`src/design/asu_pkg.sv`:
```
// Package for the accumulator and stack unit
// Shared by the top module and its two helpers; no bus, no registers
package asu_pkg;
   localparam int                 ASU_ACC_W       = 32;
   localparam int                 ASU_WORD_W      = 16;
   localparam int                 ASU_DEPTH       = 8;
   localparam int                 ASU_LVL_W       = 3;
   localparam int                 ASU_OCT_DIGITS  = 6;
   localparam int                 ASU_SIGN_BIT    = 31;
   localparam logic [31:0]        ASU_ACC_RST     = 32'h0000_0000;
   localparam logic [15:0]        ASU_HALF_ZERO   = 16'h0000;
   localparam logic [3:0]         ASU_CNT_RST     = 4'h0;

   // Operation presented to the stack helper
   typedef enum logic [1:0] {ASU_STK_HOLD, ASU_STK_PUSH, ASU_STK_POP, ASU_STK_CLEAR} asu_stk_op_t;
endpackage

```
`src/design/asu_oct2hex.sv`:
```
// Octal to binary address converter
// Operand holds one octal digit per nibble in its 16 bits
`timescale 1ns/10ps
module asu_oct2hex
   import asu_pkg::*;
(
   input  wire logic [15:0] oct_in,
   output logic      [15:0] hex_out
);
   // Each nibble keeps its low three bits as one octal digit
   always_comb
   begin
      hex_out = 16'h0000;
      for (int i = 0; i < 4; i++)
      begin
         hex_out = {hex_out[12:0], 3'b000} | {13'h0000, oct_in[4*(3-i) +: 3]};
      end
   end
endmodule

```
`src/design/asu_stack.sv`:
```
// Eight level push-down stack of 32-bit words
// Driven by the top module; one operation per cycle
`timescale 1ns/10ps
module asu_stack
   import asu_pkg::*;
(
   input  wire logic              clk,
   input  wire logic              reset_n,
   input  wire asu_stk_op_t       op,
   input  wire logic [31:0]       push_data,
   output logic      [31:0]       top_data,
   output logic      [3:0]        depth_q
);
   logic [31:0] level_q [ASU_DEPTH];

   assign top_data = level_q[0];

   // Each level takes its upper neighbour on a push, its lower one on a pop
   genvar g;
   generate
      for (g = 0; g < ASU_DEPTH; g++)
      begin : g_lvl
         always_ff @(posedge clk or negedge reset_n)
         begin
            if (!reset_n)
               level_q[g] <= ASU_ACC_RST;
            else
               case (op)
                  ASU_STK_PUSH:  level_q[g] <= (g == 0) ? push_data : level_q[(g == 0) ? 0 : g-1];
                  ASU_STK_POP:   level_q[g] <= (g == ASU_DEPTH-1) ? ASU_ACC_RST
                                               : level_q[(g == ASU_DEPTH-1) ? g : g+1];
                  ASU_STK_CLEAR: level_q[g] <= ASU_ACC_RST;
                  default:       level_q[g] <= level_q[g];
               endcase
         end
      end
   endgenerate

   // Count of occupied levels, saturating at eight
   always_ff @(posedge clk or negedge reset_n)
   begin
      if (!reset_n)
         depth_q <= ASU_CNT_RST;
      else
         case (op)
            ASU_STK_PUSH:  if (depth_q != 4'(ASU_DEPTH)) depth_q <= depth_q + 4'h1;
            ASU_STK_POP:   if (depth_q != ASU_CNT_RST) depth_q <= depth_q - 4'h1;
            ASU_STK_CLEAR: depth_q <= ASU_CNT_RST;
            default:       depth_q <= depth_q;
         endcase
   end
endmodule

```
`src/design/asu_top.sv`:
```
// Accumulator with eight level stack for the instruction executor
// Assumes one strobe at a time from the sequencer on the same clock
// Data memory sits outside; operands arrive on the same edge as the strobe
// Outputs are all registered; the stack helper holds the eight levels
// Functional notes
// - one 32-bit accumulator holds working data
// - scan end clears accumulator to zero
// - double load/store move two 16-bit words
// - manipulation result replaces prior accumulator value
// - first load of scan never pushes
// - later loads without store push first
// - store cancels the pending push
// - push moves every stack level down
// - stack has eight 32-bit levels
// - push discards eighth level value
// - pop drops accumulator, shifts stack up
// - pointer contents are hex word addresses
// - load address converts octal to hex
// - single load zeroes upper sixteen bits
// - negative flag follows accumulator sign
// - zero flag set when zero loaded
`timescale 1ns/10ps
module asu_top
   import asu_pkg::*;
(
   // Clock and reset
   input  wire logic        clk,
   input  wire logic        reset_n,

   // Operation strobes, at most one per cycle
   input  wire logic        load_single_word,
   input  wire logic        load_double_word,
   input  wire logic        load_address_convert,
   input  wire logic        load_pointer,
   input  wire logic        manip_strobe,
   input  wire logic        store_strobe,
   input  wire logic        pop_strobe,
   input  wire logic        scan_end,

   // Operands that come with the strobes
   input  wire logic [15:0] mem_lo,
   input  wire logic [15:0] mem_hi,
   input  wire logic [31:0] manip_result,

   // Accumulator, store words and pointer
   output logic      [31:0] acc_q,
   output logic      [15:0] store_lo_q,
   output logic      [15:0] store_hi_q,
   output logic             store_valid_q,
   output logic      [15:0] pointer_addr_q,

   // Status flags and stack view
   output logic             accumulator_negative_flag,
   output logic             accumulator_zero_flag,
   output logic      [31:0] stack_top_q,
   output logic      [3:0]  stack_depth
);
   // Internal state and decoded operation
   logic              push_pending_q;
   logic              push_pending_d;
   logic              any_load;
   logic [15:0]       addr_hex;
   logic [31:0]       single_value;
   logic [31:0]       double_value;
   logic [31:0]       addr_value;
   logic [31:0]       load_value;
   logic [31:0]       acc_d;
   logic [31:0]       top_data;
   asu_stk_op_t       stk_op;

   // True when a 32-bit value is all zero; shared by the load and result paths of the zero flag
   function automatic logic acc_is_zero
   (
      input logic [31:0] value
   );
      return (value == ASU_ACC_RST);
   endfunction

   // Sign of a 32-bit value; a load, a result and a pop all use it
   function automatic logic acc_sign
   (
      input logic [31:0] value
   );
      return value[ASU_SIGN_BIT];
   endfunction

   // Any of the three loads that write the accumulator from memory
   assign any_load = load_single_word | load_double_word | load_address_convert;

   asu_oct2hex u_conv
   (
      .oct_in  (mem_lo),
      .hex_out (addr_hex)
   );

   // Operand as each kind of load presents it
   assign single_value = {ASU_HALF_ZERO, mem_lo};
   assign double_value = {mem_hi, mem_lo};
   assign addr_value   = {ASU_HALF_ZERO, addr_hex};

   // Value a load places into the accumulator
   always_comb
   begin
      if (load_double_word)
      begin
         load_value = double_value;
      end
      else if (load_address_convert)
      begin
         load_value = addr_value;
      end
      else
      begin
         load_value = single_value;
      end
   end

   // Stack operation chosen from the strobe this cycle
   always_comb
   begin
      if (scan_end)
      begin
         stk_op = ASU_STK_CLEAR;
      end
      else if (any_load && push_pending_q)
      begin
         stk_op = ASU_STK_PUSH;
      end
      else if (pop_strobe)
      begin
         stk_op = ASU_STK_POP;
      end
      else
      begin
         stk_op = ASU_STK_HOLD;
      end
   end

   asu_stack u_stack
   (
      .clk       (clk),
      .reset_n   (reset_n),
      .op        (stk_op),
      .push_data (acc_q),
      .top_data  (top_data),
      .depth_q   (stack_depth)
   );

   // Push pending after a load, cancelled by a store or scan end
   always_comb
   begin
      push_pending_d = push_pending_q;
      if (scan_end || store_strobe)
      begin
         push_pending_d = 1'b0;
      end
      else if (any_load)
      begin
         push_pending_d = 1'b1;
      end
   end

   // Pending-push register
   always_ff @(posedge clk or negedge reset_n)
   begin
      if (!reset_n)
      begin
         push_pending_q <= 1'b0;
      end
      else
      begin
         push_pending_q <= push_pending_d;
      end
   end

   // Next accumulator value; the newest operation replaces the old one
   always_comb
   begin
      acc_d = acc_q;
      if (scan_end)
      begin
         acc_d = ASU_ACC_RST;
      end
      else if (any_load)
      begin
         acc_d = load_value;
      end
      else if (manip_strobe)
      begin
         acc_d = manip_result;
      end
      else if (pop_strobe)
      begin
         acc_d = top_data;
      end
   end

   // Accumulator register
   always_ff @(posedge clk or negedge reset_n)
   begin
      if (!reset_n)
      begin
         acc_q <= ASU_ACC_RST;
      end
      else
      begin
         acc_q <= acc_d;
      end
   end

   // Store pulse, one cycle after the store strobe
   always_ff @(posedge clk or negedge reset_n)
   begin
      if (!reset_n)
      begin
         store_valid_q <= 1'b0;
      end
      else
      begin
         store_valid_q <= store_strobe;
      end
   end

   // Store words towards data memory, both words on the same edge
   always_ff @(posedge clk or negedge reset_n)
   begin
      if (!reset_n)
      begin
         store_lo_q <= ASU_HALF_ZERO;
         store_hi_q <= ASU_HALF_ZERO;
      end
      else if (store_strobe)
      begin
         store_lo_q <= acc_q[15:0];
         store_hi_q <= acc_q[31:16];
      end
   end

   // Pointer contents taken as hex word address as read
   always_ff @(posedge clk or negedge reset_n)
   begin
      if (!reset_n)
      begin
         pointer_addr_q <= ASU_HALF_ZERO;
      end
      else if (load_pointer)
      begin
         pointer_addr_q <= mem_lo;
      end
   end

   // Negative flag follows the sign of whatever enters the accumulator
   always_ff @(posedge clk or negedge reset_n)
   begin
      if (!reset_n)
      begin
         accumulator_negative_flag <= 1'b0;
      end
      else if (scan_end)
      begin
         accumulator_negative_flag <= 1'b0;
      end
      else if (any_load)
      begin
         accumulator_negative_flag <= acc_sign(load_value);
      end
      else if (manip_strobe)
      begin
         accumulator_negative_flag <= acc_sign(manip_result);
      end
      else if (pop_strobe)
      begin
         accumulator_negative_flag <= acc_sign(top_data);
      end
   end

   // Zero flag set by loads and results of zero; a pop leaves it alone
   always_ff @(posedge clk or negedge reset_n)
   begin
      if (!reset_n)
      begin
         accumulator_zero_flag <= 1'b0;
      end
      else if (scan_end)
      begin
         accumulator_zero_flag <= 1'b0;
      end
      else if (any_load)
      begin
         accumulator_zero_flag <= acc_is_zero(load_value);
      end
      else if (manip_strobe)
      begin
         accumulator_zero_flag <= acc_is_zero(manip_result);
      end
   end

   // Registered copy of the stack top for observation
   always_ff @(posedge clk or negedge reset_n)
   begin
      if (!reset_n)
      begin
         stack_top_q <= ASU_ACC_RST;
      end
      else
      begin
         stack_top_q <= top_data;
      end
   end
endmodule

```
`config.mk`:
```
export PLATFORM = sky130hd
export DESIGN_NAME = asu_top
export DESIGN_NICKNAME = d
export VERILOG_FILES = /design/src/design/asu_pkg.sv /design/src/design/asu_oct2hex.sv /design/src/design/asu_stack.sv /design/src/design/asu_top.sv
export SDC_FILE = /design/constraint.sdc
export NUM_CORES = 1
export LEC_CHECK = 0
export ABC_AREA = 1
export BUFFER_PORTS_ARGS = -buffer_cell sky130_fd_sc_hd__buf_2
export CAP_MARGIN = 20
export CORE_ASPECT_RATIO = 1.25
export CORE_MARGIN = 2
export CORE_UTILIZATION = 35
export DETAILED_ROUTE_END_ITERATION = 8
export GPL_TIMING_DRIVEN = 0
export SETUP_SLACK_MARGIN = 0.2
export SYNTH_ARGS = -nofsm -noshare
export SYNTH_HDL_FRONTEND = slang
export SYNTH_HIERARCHICAL = 1
export SYNTH_SLANG_ARGS = --single-unit
```
`constraint.sdc`:
```
create_clock -name clk -period 2.65 [get_ports clk]
set_input_delay 0.1325 -clock clk [delete_from_list [all_inputs] [get_ports clk]]
set_output_delay 0.1325 -clock clk [all_outputs]
set_load 0.1 [all_outputs]
```
* Yosys cells after proc, flatten, opt, wreduce, memory -nomap -nowiden
Cells that the tools add are included.
** Word-level totals
- Flip-flop bits (word level) :: 376
- Latch bits :: 0
- RAM bits :: 0
- ROM bits :: 0
- Output and inout bits :: 119
- Memories :: 0
** Operators by class
- $add $sub $neg :: 2
- Multiply operators :: 0
- Divide/modulo/power cells :: 0
- Magnitude comparators :: 0
- Equality and inequality tests :: 6
- Shift operators :: 0
- Multiplexer cells :: 29
- Bitwise logic cells :: 5
- Reductions and logical operators :: 12
** Operator list (number)
- case mux 32 bit (3 select lines) :: 7
- two-way mux 32 bit :: 5
- zero test 32 bit :: 2
- case mux 32 bit (2 select lines) :: 1
- two-way mux 16 bit :: 1
- OR 16 x 3 -> 16 bit :: 1
- OR 13 x 3 -> 13 bit :: 1
- case mux 4 bit (3 select lines) :: 1
- two-way mux 1 bit :: 9
- two-way mux 4 bit :: 2
- nonzero test 4 bit :: 2
- two-way mux 2 bit :: 3
- OR 6 x 3 -> 6 bit :: 1
- nonzero test 3 bit :: 2
- adder 4 x 1 -> 4 bit (second input constant) :: 1
- == test 2 bit (second input constant) :: 2
- inequality test 2 x 1 -> 1 bit (second input constant) :: 2
- inequality test 4 bit (second input constant) :: 1
- nonzero test 2 bit :: 2
- subtractor 4 x 1 -> 4 bit (second input constant) :: 1
- AND reduction 3 bit :: 1
- == test 2 x 1 -> 1 bit (second input constant) :: 1
- OR 1 bit :: 2
- OR reduction 2 bit :: 1
- 2 further kinds :: 2

* Depth between registers and ports, before layout
- Depth in word-level cells :: 8
- Gate-level depth with buffers :: 17
- Depth with buffers taken out :: 13

* By module
The synthesis kept the hierarchy.
** Modules (own cells, without submodules)
- asu_stack :: times used 1, cells an instance 1163, area an instance 11501.0 um2
- asu_top :: times used 1, cells an instance 516, area an instance 5022.3 um2
- asu_oct2hex :: times used 1, cells an instance 17, area an instance 123.9 um2

* Least setup slack after synthesis
No wires, ideal clock.
- Path kind :: input -> register
- Start point :: in load_double_word
- End point :: reg u_stack.depth_q[3]
- Data arrival time :: 2.171 ns
- Required time :: 2.530 ns
- Path slack :: 0.359 ns
- Stages on the path :: 15
- Cell sequence :: buf_2 -> nor3_4 -> clkbuf_1 -> o21ai_0 -> inv_4 -> nand2_4 -> inv_2 -> buf_2 -> ha_1 -> nand2_1 -> inv_1 -> nand3_1 -> nand3_1 -> nand3_1 -> nand2_1
** On the way
- Longest elaborated chain between the ends :: 8
- Elaborated cells between the ends (all ways) :: 13
- Those cells by class :: eq/ne (5); mux (3); bitwise (2); reduce/logical (3)
** Ends and longest elaborated chain
- start, declared :: line asu_top.sv:32 : input wire logic load_double_word,
- OR 1 bit (*) (2 in series) :: line asu_top.sv:88 : assign any_load = load_single_word | load_double_word | load_address_convert;
- logical AND 1 bit (*) :: line asu_top.sv:125 : else if (any_load && push_pending_q)
- two-way mux 2 bit (*) :: line asu_top.sv:125
- two-way mux 2 bit (*) :: line asu_top.sv:121 : if (scan_end)
- via stk_op[0] :: line asu_top.sv:69 : asu_stk_op_t stk_op;
- == test 2 bit or == test 2 x 1 -> 1 bit (tied branches) :: line asu_stack.sv:45 : case (op)
- inequality test 2 x 1 -> 1 bit (no source line) or nonzero test 3 bit (tied branches)
- AND reduction 3 bit (no source line)
- end signal, assigned :: line asu_stack.sv:46 : ASU_STK_PUSH: if (depth_q != 4'(ASU_DEPTH)) depth_q <= depth_q + 4'h1;
- end signal, assigned :: line asu_stack.sv:47 : ASU_STK_POP: if (depth_q != ASU_CNT_RST) depth_q <= depth_q - 4'h1;
- end signal, assigned :: line asu_stack.sv:49 : default: depth_q <= depth_q;
- end, declared :: line asu_stack.sv:12 : output logic [3:0] depth_q
The timed path passes the listed nets; every way through them passes the cells marked *.
A chain may end at the register's enable or synchronous reset.

* Worst setup path in the final report
Ends and elaborated chain as after synthesis.

==> results.yml <==
grt:
  grt_first_pass_wirelength_um: 72820
  antenna_found_initial: 0
  grt_usage: 0.1875
  grt_overflow_total: 0
  grt_max_degree: 127
  grt_pass1_vias: 13405
setup_path:
  startpoint_type: "primary input"
  critPathCaptureType: "flop"
  critical_path_class: "primary input to flop"
  worstPathArrival_ns: 2.69
  required_ns: 3.07
  cp_max_fo: 10
sta:
  fin_crit_ns: 2.270
  worstMarginPinSlew_ns: 1.015
  setup_slack_ns: 0.3796
  drv_slew: 0
  clock_skew_ns: 0.02841
  finalHoldViolCount: 0
  finalCritPeriodShare: 0.8568
  clock.fmax_mhz: 440.4
  rsz0062_at_grt: "false"
  setup-violations-final: 0
  relSlewSlack: 0.3235
cells_and_area:
  nNetsFinal: 2047
  final_cell_mix: "dfrtp_1, nand2_1, buf_2"
  fin_util: 0.4264
  diodes: 0
  area_growth_pct: 20.65
  final_layout_size_suffix_gt1_frac: 0.2268
  final_common_cell: "dfrtp_1"
power_and_ir_drop:
  ir_drop_mv: 0.5358
  leakagePower_uw: 0.009247
  power.density_nw_per_um2: 681.7
placement:
  place_ws_ns: -0.3330
  hpwlAfterDp_um: 34740
  io_buffers: 190
  gpl.final_weighted_congestion: 0.8898
yosys:
  async_flop_share: 1.000
  syn_area_per_cell_um2: 9.816
  synth.ff_latch_count: 375
  synth_edf_count: 0
  synth_compound_gate_area_share: 0.1593
  synth-xor-area-share: 0.0005261
  ys_seq_area_frac: 0.5637
  synthMuxAreaShare: 0.03247
  ys.warnings.count: 6
  synth_cell_types: 33
  synthAdderAreaFrac: 0.001503
  syn_area_um2: 16650
  synth_top_family_by_area: "compound AO/OA/AOI/OAI gates"
  synthCells: 1696
  synth-main-ff-cell: "dfrtp_1"
  synthSimpleGateAreaFrac: 0.1250
route:
  dr.pass1.iters: 5
  routed_wl_um: 45570
  drc: 0
  drt_iter0_markers: 756
  final_antenna_net_count: 0
  vias_per_cell: 4.920
  num_vias: 12958
  avgRoutedWirePerCell_um: 17.30
job:
  max-cap-violations: 0
cts:
  root_buffer: "clkbuf_16"
  clock_latency_ns: 0.55
  htree_levels: 2
  clk_pin_slew_ns: 0.07
  cts_buffers: 38
  post_cts_buffers: 0
  tritoncts: "yes"
  cts_sinks: 375
  clock_path_buffers: 3
die:
  rows: 89
  die_w_um: 199.1
  io_pins: 193
  dieArea_um2: 49340
  die_height_um: 247.8
  core_area_um2: 47100
  start_util: 0.3534
worst_hold_path:
  hp-class: "primary input to flop"
outcome:
  status: "finished clean"
worst max-delay path: stages:
cell and delay [ns]:
buf_2 0.19, nor3_4 0.35, clkbuf_2 0.31, o21ai_0 0.18
inv_4 0.21, nand2_4 0.13, inv_2 0.14, buf_2 0.27
ha_1 0.31, nand2_1 0.08, inv_1 0.04, nand3_1 0.09
nand3_1 0.09, nand3_1 0.10, nand2_1 0.05
synth_stat cells, types with 14 or more instances:
library cell,n,area (um^2)
o31ai_1,15,112.6
buf_4,70,525.5
o211ai_1,26,195.2
nand2_1,356,1336
mux2_2,48,540.5
buf_2,56,280.3
o21ai_0,78,390.4
o221ai_1,198,1734
inv_1,240,900.9
o21ai_1,14,70.07
a22oi_1,14,105.1
clkbuf_1,28,105.1
nor2_1,52,195.2
dfrtp_1,375,9384
nand3_1,79,395.4
power by group:
part / switching [uW] / internal (uW)
Clock: 2260 / 2940
Combinational: 1930 / 514
Sequential: 149 / 5900
Total: 4340 / 9350
repair_timing:
action | in CTS | in global routing
gates resized for setup | 0 | 2
hold endpoints to repair | 170 | 0
hold buffers | 39 | 0
setup endpoints to repair | 0 | 1
per-layer routing:
metal	part of all wire	global-route usage
met3	0.046	0.02935
met1	0.40	0.2203
met5	0	0
met2	0.51	0.3376
met4	0.040	0.08077
path summary, 6_finish.rpt:
| kind | start | to | slack [ns] | cells after the start |
|---|---|---|---|---|
| max in group asynchronous | reset_n | stack_top_q[1] | 1.18 | 4 |
| worst max-delay path | load_double_word | u_stack/depth_q[3] | 0.38 | 15 |
| min in group asynchronous | reset_n | store_hi_q[10] | 0.04 | 2 |
| worst min-delay path | manip_result[2] | acc_q[2] | 0.03 | 5 |
| worst min register to register | u_stack/level_q[141] | u_stack/level_q[109] | 0.48 | 2 |
| worst max register to register | push_pending_q | u_stack/depth_q[3] | 0.39 | 14 |
cell type report:
class	instances	area, um^2
well taps	637	797.0
clock inverters	15	125.1
repair buffers	232	1434
inverters	246	928.4
plain buffers	164	1025
clock buffers	51	1070
multi-input cells	914	5323
flip-flops and latches	375	9384
fillers	4613	27020
state kept, by name, indices dropped and copies added (netlist names):
signal,cells
pointer_addr_q,16
push_pending_q,1
u_stack/depth_q,4
u_stack/top_data,32
accumulator_zero_flag,1
stack_top_q,32
store_valid_q,1
u_stack/level_q,224
store_hi_q,16
acc_q,32
store_lo_q,16
cell families after synthesis:
family | after synthesis
other | 1
AOI/OAI and AO/OA | 352
muxes | 48
DFF | 375
and+or+nand+nor | 507
adders and majority gates | 2
buffers and inverters | 410
xor gates and xnor gates | 1
metrics by stage:
stage / hold WS (ns) / cells / area, um^2 / total power [uW] / setup TNS (ns)
3_5_place_dp: 0.01335 / 2529 / 18500 / 8552 / -0.4967
5_1_grt: 0.06443 / 2634 / 20090 / 14190 / 0
2_1_floorplan: -0.1631 / 1699 / 16660 / 7878 / 0
6_report: 0.02773 / 2634 / 20090 / 13690 / 0
3_3_place_gp: 0.2524 / 2526 / 18410 / 8516 / -2156.57
4_1_cts: 0.00002620 / 2634 / 20080 / 13830 / 0
(Power assumes the default switching activity.)
